--- src/flash_pm_pkg.sv ---
// Package: constants and types for the flash reset and power-management command block.
package flash_pm_pkg;

    // Opcodes.
    localparam logic [7:0] OP_LEGACY_RESET   = 8'hf0;
    localparam logic [7:0] OP_MODE_BIT_CLEAR = 8'hff;
    localparam logic [7:0] OP_SLEEP_ENTRY    = 8'hb9;
    localparam logic [7:0] OP_WAKE           = 8'hab;
    localparam logic [7:0] OP_OTP_PROGRAM    = 8'h42;
    localparam logic [7:0] OP_LEARN_PROGRAM  = 8'h43;
    localparam logic [7:0] OP_PROT_PROGRAM   = 8'h2f;
    localparam logic [7:0] OP_PASS_PROGRAM   = 8'he8;
    localparam logic [7:0] OP_PPB_PROGRAM    = 8'he3;
    localparam logic [7:0] OP_PPB_ERASE      = 8'he4;

    // Clock rate in kHz (125 MHz).
    localparam int CLK_KHZ = 125000;

    // Times as printed, in their own units.
    localparam int SLEEP_ENTRY_TIME_NS = 3000;
    localparam int WAKE_TIME_NS        = 30000;
    localparam int SUSPEND_LATENCY_US  = 40;
    localparam int RESUME_SUSPEND_US   = 100;
    localparam int NV_WRITE_TYP_MS     = 240;
    localparam int NV_WRITE_MAX_MS     = 750;
    localparam int PAGE_PROG_MAX_US    = 2000;
    localparam int PAGE_PROG_512_US    = 475;
    localparam int PAGE_PROG_256_US    = 360;
    localparam int SECTOR_ERASE_TYP_MS = 930;
    localparam int SECTOR_ERASE_MAX_MS = 2900;
    localparam int SMALL_ERASE_TYP_MS  = 240;
    localparam int SMALL_ERASE_MAX_MS  = 725;
    localparam int EES_BIG_MAX_US      = 100;
    localparam int EES_SMALL_MAX_US    = 25;

    // Cycle counts (nanosecond and microsecond times round down).
    localparam int SLEEP_ENTRY_CYC   = SLEEP_ENTRY_TIME_NS * (CLK_KHZ / 1000) / 1000;
    localparam int WAKE_CYC          = WAKE_TIME_NS * (CLK_KHZ / 1000) / 1000;
    localparam int SUSPEND_CYC       = SUSPEND_LATENCY_US * (CLK_KHZ / 1000);
    localparam int NV_WRITE_CYC      = NV_WRITE_TYP_MS * CLK_KHZ;
    localparam int PAGE_PROG_CYC     = PAGE_PROG_512_US * (CLK_KHZ / 1000);
    localparam int SECTOR_ERASE_CYC  = SECTOR_ERASE_TYP_MS * CLK_KHZ;
    localparam int SMALL_ERASE_CYC   = SMALL_ERASE_TYP_MS * CLK_KHZ;
    localparam int EES_BIG_CYC       = EES_BIG_MAX_US * (CLK_KHZ / 1000);
    localparam int EES_SMALL_CYC     = EES_SMALL_MAX_US * (CLK_KHZ / 1000);

    // Shifter reset value and bit-count constants.
    localparam logic [7:0] SHIFT_RESET = 8'h00;
    localparam logic [3:0] BITCNT_SIX  = 4'h6;
    localparam logic [3:0] BITCNT_EIGHT = 4'h8;

    // Embedded operation kinds started by the surrounding decoder.
    typedef enum logic [2:0]
    {
        OPK_PAGE_PROGRAM  = 3'h0,
        OPK_SECTOR_ERASE  = 3'h1,
        OPK_SMALL_ERASE   = 3'h2,
        OPK_NV_WRITE      = 3'h3,
        OPK_EES_BIG       = 3'h4,
        OPK_EES_SMALL     = 3'h5
    } op_kind_e;

    // Request to start an embedded operation.
    typedef struct packed
    {
        logic     start;
        op_kind_e kind;
    } op_req_s;

    // Power state reported outward.
    typedef struct packed
    {
        logic standby;
        logic entering;
        logic sleeping;
        logic waking;
    } power_state_s;

endpackage

--- src/flash_reset_pd_cmds.sv ---
// Module: reset, mode-bit clear and deep-sleep command handling with busy timing.
`timescale 1ns/1ps
`default_nettype none
// Operation
// - Legacy reset acts only when enable bit set
// - Mode-bit clear leaves continuous read mode
// - Sleep entry accepted only when not busy
// - Chip select must rise right after bit eight
// - Power-down reached within sleep entry time
// - Only wake decoded while powered down
// - Power-up always lands in standby
// - Commands accepted only after wake time
// - Wake returns no identification value
// - Hardware reset leaves power-down
// - Four-line mode: two clocks per byte
// - Suspend clears busy within forty microseconds
// - Register write busy for its write time
// - Page program busy within two milliseconds
// - Large sector erase busy for its time
// - Small sector erase busy for its time
// - Erase status evaluation busy for its time
// - OTP-like programs take page program time
// - Protection erase takes sector erase time
// - Busy flag high during any embedded operation
module flash_reset_pd_cmds
#(
    parameter int SLEEP_ENTRY_CYCLES  = flash_pm_pkg::SLEEP_ENTRY_CYC,
    parameter int WAKE_CYCLES         = flash_pm_pkg::WAKE_CYC,
    parameter int SUSPEND_CYCLES      = flash_pm_pkg::SUSPEND_CYC,
    parameter int NV_WRITE_CYCLES     = flash_pm_pkg::NV_WRITE_CYC,
    parameter int PAGE_PROG_CYCLES    = flash_pm_pkg::PAGE_PROG_CYC,
    parameter int SECTOR_ERASE_CYCLES = flash_pm_pkg::SECTOR_ERASE_CYC,
    parameter int SMALL_ERASE_CYCLES  = flash_pm_pkg::SMALL_ERASE_CYC,
    parameter int EES_BIG_CYCLES      = flash_pm_pkg::EES_BIG_CYC,
    parameter int EES_SMALL_CYCLES    = flash_pm_pkg::EES_SMALL_CYC
)
(
    // Clock and reset.
    input  wire logic                       clock,
    input  wire logic                       reset_n,
    // Serial link pins from the host.
    input  wire logic                       chipSelect_n,
    input  wire logic                       serialClock,
    input  wire logic [3:0]                 dataIn,
    // Configuration and mode inputs from the rest of the device.
    input  wire logic                       legacyResetEnable,
    input  wire logic                       fourLineCommandMode,
    input  wire logic                       continuousReadActive,
    input  wire flash_pm_pkg::op_req_s      opRequest,
    input  wire logic                       suspendRequest,
    // Results.
    output logic                            writeInProgress,
    output logic                            continuousReadExit,
    output logic                            softwareReset,
    output flash_pm_pkg::power_state_s      powerState,
    output logic                            commandReady
);

    // ------------------------------------------------------------------
    // Pin synchronisers
    // ------------------------------------------------------------------
    // Chip select resets high and the serial clock low, the idle levels of
    // the pins, so that no false edge is seen as reset lifts. The data lines
    // pass the same two stages, which keeps them aligned with the clock edge
    // that the detector reports.
    logic [1:0] csSync;
    logic [1:0] sckSync;
    logic [3:0] dSync0;
    logic [3:0] dSync1;
    logic       sckLast;

    always_ff @(posedge clock or negedge reset_n)
    begin
        if (!reset_n)
        begin
            csSync  <= 2'h3;
            sckSync <= 2'h0;
            dSync0  <= 4'h0;
            dSync1  <= 4'h0;
            sckLast <= 1'b0;
        end
        else
        begin
            csSync  <= {csSync[0], chipSelect_n};
            sckSync <= {sckSync[0], serialClock};
            dSync0  <= dataIn;
            dSync1  <= dSync0;
            sckLast <= sckSync[1];
        end
    end

    logic csHigh;
    logic sckRise;
    assign csHigh  = csSync[1];
    assign sckRise = sckSync[1] & ~sckLast;

    // ------------------------------------------------------------------
    // Instruction shifter
    // ------------------------------------------------------------------
    // Only the first byte of a frame is kept; bits past the eighth mark the
    // frame as too long, so a trailing opcode never executes.
    // In four-line mode each serial clock carries a nibble, high nibble
    // first, so two rising edges fill the byte.
    logic [7:0] shift_reg;
    logic [3:0] bitCount_reg;
    logic       overrun_reg;
    logic       csLast;
    logic       frameEnd;

    always_ff @(posedge clock or negedge reset_n)
    begin
        if (!reset_n)
        begin
            shift_reg    <= flash_pm_pkg::SHIFT_RESET;
            bitCount_reg <= 4'h0;
            overrun_reg  <= 1'b0;
            csLast       <= 1'b1;
        end
        else
        begin
            csLast <= csHigh;
            if (csHigh)
            begin
                bitCount_reg <= 4'h0;
                overrun_reg  <= 1'b0;
            end
            else if (sckRise)
            begin
                if (bitCount_reg == flash_pm_pkg::BITCNT_EIGHT)
                begin
                    overrun_reg <= 1'b1;
                end
                else if (fourLineCommandMode)
                begin
                    shift_reg    <= {shift_reg[3:0], dSync1};
                    bitCount_reg <= bitCount_reg + 4'h4;
                end
                else
                begin
                    shift_reg    <= {shift_reg[6:0], dSync1[0]};
                    bitCount_reg <= bitCount_reg + 4'h1;
                end
            end
        end
    end

    assign frameEnd = csHigh & ~csLast;

    logic byteOk;
    assign byteOk = frameEnd && (bitCount_reg == flash_pm_pkg::BITCNT_EIGHT) && !overrun_reg;

    // ------------------------------------------------------------------
    // Opcode decode
    // ------------------------------------------------------------------
    // The sleep opcode is qualified once here, so that the power machine and
    // the busy timer both act on the same decision.
    logic sleepAccept;
    logic wakeAccept;
    logic modeClearHit;
    logic legacyResetHit;

    assign sleepAccept    = byteOk && (shift_reg == flash_pm_pkg::OP_SLEEP_ENTRY)
                            && !writeInProgress;
    assign wakeAccept     = byteOk && (shift_reg == flash_pm_pkg::OP_WAKE);
    assign modeClearHit   = byteOk && (shift_reg == flash_pm_pkg::OP_MODE_BIT_CLEAR);
    assign legacyResetHit = byteOk && (shift_reg == flash_pm_pkg::OP_LEGACY_RESET);

    // ------------------------------------------------------------------
    // Power state machine
    // ------------------------------------------------------------------
    typedef enum logic [3:0]
    {
        PS_STANDBY  = 4'b0001,
        PS_ENTERING = 4'b0010,
        PS_SLEEPING = 4'b0100,
        PS_WAKING   = 4'b1000
    } pstate_e;

    pstate_e   pState_reg;
    logic [31:0] pCount_reg;

    // Under reset the machine sits in standby, covering power-up and
    // hardware reset alike. The counter holds the cycles left in the entry
    // or wake wait; while it runs, every opcode is ignored.
    always_ff @(posedge clock or negedge reset_n)
    begin
        if (!reset_n)
        begin
            pState_reg <= PS_STANDBY;
            pCount_reg <= 32'h0;
        end
        else
        begin
            unique case (pState_reg)
                PS_STANDBY:
                begin
                    if (sleepAccept)
                    begin
                        pState_reg <= PS_ENTERING;
                        pCount_reg <= 32'(SLEEP_ENTRY_CYCLES);
                    end
                end
                PS_ENTERING:
                begin
                    if (pCount_reg <= 32'h1)
                    begin
                        pState_reg <= PS_SLEEPING;
                    end
                    pCount_reg <= pCount_reg - 32'h1;
                end
                PS_SLEEPING:
                begin
                    if (wakeAccept)
                    begin
                        pState_reg <= PS_WAKING;
                        pCount_reg <= 32'(WAKE_CYCLES);
                    end
                end
                PS_WAKING:
                begin
                    if (pCount_reg <= 32'h1)
                    begin
                        pState_reg <= PS_STANDBY;
                    end
                    pCount_reg <= pCount_reg - 32'h1;
                end
            endcase
        end
    end

    logic awake;
    assign awake = (pState_reg == PS_STANDBY);

    // ------------------------------------------------------------------
    // Standby commands
    // ------------------------------------------------------------------
    // A wake opcode in standby falls through every branch, leaving state as is.
    always_ff @(posedge clock or negedge reset_n)
    begin
        if (!reset_n)
        begin
            continuousReadExit <= 1'b0;
            softwareReset      <= 1'b0;
        end
        else
        begin
            continuousReadExit <= modeClearHit && awake && continuousReadActive;
            softwareReset      <= legacyResetHit && awake && legacyResetEnable
                                  && !continuousReadActive;
        end
    end

    // ------------------------------------------------------------------
    // Embedded operation busy timer
    // ------------------------------------------------------------------
    // Program, erase and register-write loads use the typical figures, and the
    // erase-status loads the longest; a user needing worst-case timing must
    // override the parameters.
    logic [31:0] busyCount_reg;
    logic [31:0] busyLoad;
    logic        opStart;

    // A start in the cycle that accepts sleep entry is refused, so that no
    // operation can begin on its way into power-down.
    assign opStart = opRequest.start && !writeInProgress && awake && !sleepAccept;

    always_comb
    begin
        unique case (opRequest.kind)
            flash_pm_pkg::OPK_PAGE_PROGRAM: busyLoad = 32'(PAGE_PROG_CYCLES);
            flash_pm_pkg::OPK_SECTOR_ERASE: busyLoad = 32'(SECTOR_ERASE_CYCLES);
            flash_pm_pkg::OPK_SMALL_ERASE:  busyLoad = 32'(SMALL_ERASE_CYCLES);
            flash_pm_pkg::OPK_NV_WRITE:     busyLoad = 32'(NV_WRITE_CYCLES);
            flash_pm_pkg::OPK_EES_BIG:      busyLoad = 32'(EES_BIG_CYCLES);
            flash_pm_pkg::OPK_EES_SMALL:    busyLoad = 32'(EES_SMALL_CYCLES);
            default:                        busyLoad = 32'(PAGE_PROG_CYCLES);
        endcase
    end

    // Suspend trims the remaining busy time to the suspend latency.
    always_ff @(posedge clock or negedge reset_n)
    begin
        if (!reset_n)
        begin
            busyCount_reg   <= 32'h0;
            writeInProgress <= 1'b0;
        end
        else
        begin
            if (opStart)
            begin
                busyCount_reg   <= busyLoad;
                writeInProgress <= 1'b1;
            end
            else if (writeInProgress)
            begin
                if (suspendRequest && busyCount_reg > 32'(SUSPEND_CYCLES))
                begin
                    busyCount_reg <= 32'(SUSPEND_CYCLES);
                end
                else if (busyCount_reg <= 32'h1)
                begin
                    busyCount_reg   <= 32'h0;
                    writeInProgress <= 1'b0;
                end
                else
                begin
                    busyCount_reg <= busyCount_reg - 32'h1;
                end
            end
        end
    end

    // ------------------------------------------------------------------
    // Outputs
    // ------------------------------------------------------------------
    // The power state is registered once more so that every output leaves a
    // flip-flop. It and commandReady trail the internal machine by one
    // cycle, which the host never sees because chip select must stay high
    // for the whole wake time.
    always_ff @(posedge clock or negedge reset_n)
    begin
        if (!reset_n)
        begin
            powerState   <= '{standby: 1'b1, entering: 1'b0, sleeping: 1'b0, waking: 1'b0};
            commandReady <= 1'b0;
        end
        else
        begin
            powerState.standby  <= (pState_reg == PS_STANDBY);
            powerState.entering <= (pState_reg == PS_ENTERING);
            powerState.sleeping <= (pState_reg == PS_SLEEPING);
            powerState.waking   <= (pState_reg == PS_WAKING);
            commandReady        <= awake;
        end
    end

endmodule
`default_nettype wire

--- config.mk ---
export PLATFORM = sky130hd
export DESIGN_NAME = flash_reset_pd_cmds
export DESIGN_NICKNAME = d
export VERILOG_FILES = /design/src/flash_pm_pkg.sv /design/src/flash_reset_pd_cmds.sv
export SDC_FILE = /design/constraint.sdc
export NUM_CORES = 1
export LEC_CHECK = 0
export BUFFER_PORTS_ARGS = -buffer_cell sky130_fd_sc_hd__buf_2
export CORE_MARGIN = 1
export CORE_UTILIZATION = 35
export DETAILED_ROUTE_END_ITERATION = 10
export PLACE_DENSITY = 0.5
export SETUP_SLACK_MARGIN = 0.4
export SLEW_MARGIN = 10
export SYNTH_ARGS = -nofsm -noshare
export SYNTH_HDL_FRONTEND = slang
export SYNTH_SLANG_ARGS = --single-unit
export TNS_END_PERCENT = 20
--- constraint.sdc ---
create_clock -name clock -period 3.3 [get_ports clock]
set_clock_uncertainty 0.15 [all_clocks]
set_input_delay 0.495 -clock clock [delete_from_list [all_inputs] [get_ports clock]]
set_output_delay 0.495 -clock clock [all_outputs]
set_load 0.01 [all_outputs]
==> results.cfg <==
[synthesis]
synth_edf_count = 0
synth_top_area_cell = dfrtp_1
syn_nets = 627
ys_warn_count = 0
synth_area_mm2 = 0.00553
yosysUniqueCellTypes = 72
yosysSeqAreaShare_pct = 46.7
synth_seq_cells = 103
syn-instance-count = 603
synth.area.top_cells = dfrtp_1, nand2_1, nor2_1, a21oi_1, o21ai_0
synth_top_area_share_pct = 44.3
dominantRegCellSynth = dfrtp_1
ys_async_sr_fraction_pct = 100
syn_avg_cell_area_um2 = 9.18

[worst_setup_path]
endpoint_kind = register
cp_max_fo = 11
r2r_cells = 7
worstReg2RegEnd = busyCount_reg[16]
crit_chain = or3b_4, or4_4, and2_4, a21oi_4, buf_4, nor3_1, nor4_1
slowest_stage = or4_4
crit_buf_inv = 1
cpPeakStageDelay_ns = 0.61
r2r_start = csSync[1]
cpLargestDelayFamily = simple AND/OR/NAND/NOR gates
path_class = reg2reg
start_kind = register
r2r_setup_slack_ns = 0.40
cp.arrival_ns = 2.99
worstPathRequired_ns = 3.39

[floorplan]
die_w_um = 128
fp.dieH_um = 128
rows = 45
core_area_mm2 = 0.0153
pin_count = 24
start_util_pct = 36.1
dieArea_mm2 = 0.0163

[cts]
cts_made_buffers = 9
cts.sinks = 103
cts_tree = built
cts-root-buf = clkbuf_16
cts_max_level = 3
clkLatencyLatePin_ns = 0.35
clk_pin_slew_ns = 0.07
cts_buffer_depth = 2

[sta]
setup-tns-final_ns = 0
slew_headroom_pct = 33.9
worst_slew_pin_slew_ns = 0.988
timing.final.crit_share_pct = 88.0
drv_slew = 0
period_needed_ns = 2.90
hold_viol = 0
fmax_ghz = 0.344
setup_viol = 0
rsz0062_at_grt = true

[finish]
stdcell_area_mm2 = 0.00637
final_common_cell = dfrtp_1
final_cell_mix = dfrtp_1, nand2_1, nor2_1
area_growth_pct = 15.1
fin_nets = 669
antenna_cells = 0
fill_cells = 1562
multiInputGateArea_mm2 = 0.00280
instances_no_fill = 860
seqCellArea_mm2 = 0.00258
layout-drive-gt1-share_pct = 15.1

[run_status]
status = complete, no violations

[global_route]
gr-usage-all-layers_pct = 18.0
first_global_vias = 4501
grt_max_degree = 43
grt_antenna_before_repair = 0
grt_pass1_wl_mm = 23.1
globalRouteOverflowTotal = 0

[placement]
post-dp-hpwl_mm = 9.64
io_buffers = 23
dpl.cell_count = 841
routabilityCongestion = 0.836
place_area_mm2 = 0.00601

[routing]
viasPerCell = 5.49
via_count = 4720
wl_per_cell_um = 15.9
wl_mm = 13.7
drtAntennaViolNets = 0
drtIter0Drc = 317
firstDrtPassIters = 4
drc = 0

[job]
drv_cap = 0

[power]
power_mw = 2.49
p_per_area_mw_per_mm2 = 392
ir_worst_vdd_uv = 251
p_leak_nw = 2.75

[worst_hold_path]
hold_class = in2reg
min_from = chipSelect_n
holdPathEnd = csSync[0]
holdPathStages = 1
-- worst max-delay path by stage --
| stage | cells after the start | start | slack [ns] | to |
|---|---|---|---|---|
| floorplan | 8 | csSync[1] | 0.51 | busyCount_reg[15] |
| global placement | 6 | csSync[1] | 0.22 | pCount_reg[17] |
| detailed placement | 6 | csSync[1] | 0.21 | pCount_reg[17] |
| CTS | 6 | csSync[1] | 0.41 | busyCount_reg[19] |
| global route | 8 | busyCount_reg[21] | 0.31 | busyCount_reg[15] |
| finish | 7 | csSync[1] | 0.40 | busyCount_reg[16] |
-- routing by layer --
layer	GRT usage, %	part of all wire, %	up-vias
li1	-	-	2299
met1	24.5	48	2309
met2	28.7	47	96
met3	3.26	3.5	16
met4	6.64	1.6	0
met5	0	0	-
-- final cells by class --
cell class	instances	area share (%)
tap	211	4.15
timing repair buffer	54	5.94
multi-input combinational	460	43.9
inverter	17	1.00
clock inverter	5	0.668
sequential	103	40.6
clock buffer	10	3.75
-- cell families after synthesis --
logic type | count (synthesis) | synth area share (%)
fa+ha+maj | 8 | 1.81
mux | 9 | 1.65
flops | 103 | 46.7
xor+xnor | 16 | 2.53
simple gates | 275 | 25.9
compound gates | 152 | 18.1
buf+inv | 40 | 3.26
-- synthesized netlist by cell type, drive strengths merged, types with 8 or more instances --
cell type / number
inv: 16
ha: 8
or3: 12
mux2i: 8
nor2: 64
a31oi: 8
nand2: 71
dfrtp: 98
clkbuf: 16
or4: 13
nand3: 25
nor3: 26
xor2: 9
a21o: 9
o21ai: 39
a21oi: 45
nor4: 18
-- stage by stage --
step	utilization, %	setup WS, ns	hold slack (ns)
after floorplan	-	0.507	0.0494
after global placement	39.3	0.221	0.183
after detailed placement	39.3	0.210	0.188
after CTS	41.4	0.413	0.0754
after global routing	41.6	0.313	0.0822
final	41.6	0.397	0.0945
-- what timing repair did --
action | in CTS | in global routing
hold buffers | 1 | 0
cloned | 0 | 0
pin swaps | 2 | 1
setup buffers | 3 | 0
hold endpoints to repair | 35 | 0
setup endpoints to repair | 21 | 24
gates resized for setup | 2 | 5
-- report_power, final --
group / leakage [nW] / internal, mW / switching [mW]
registers: 1.19 / 1.30 / 0.0358
logic: 1.43 / 0.0519 / 0.0755
clock network: 0.129 / 0.537 / 0.496
total: 2.75 / 1.89 / 0.607
No activity file was read; power rests on OpenSTA's default activity.
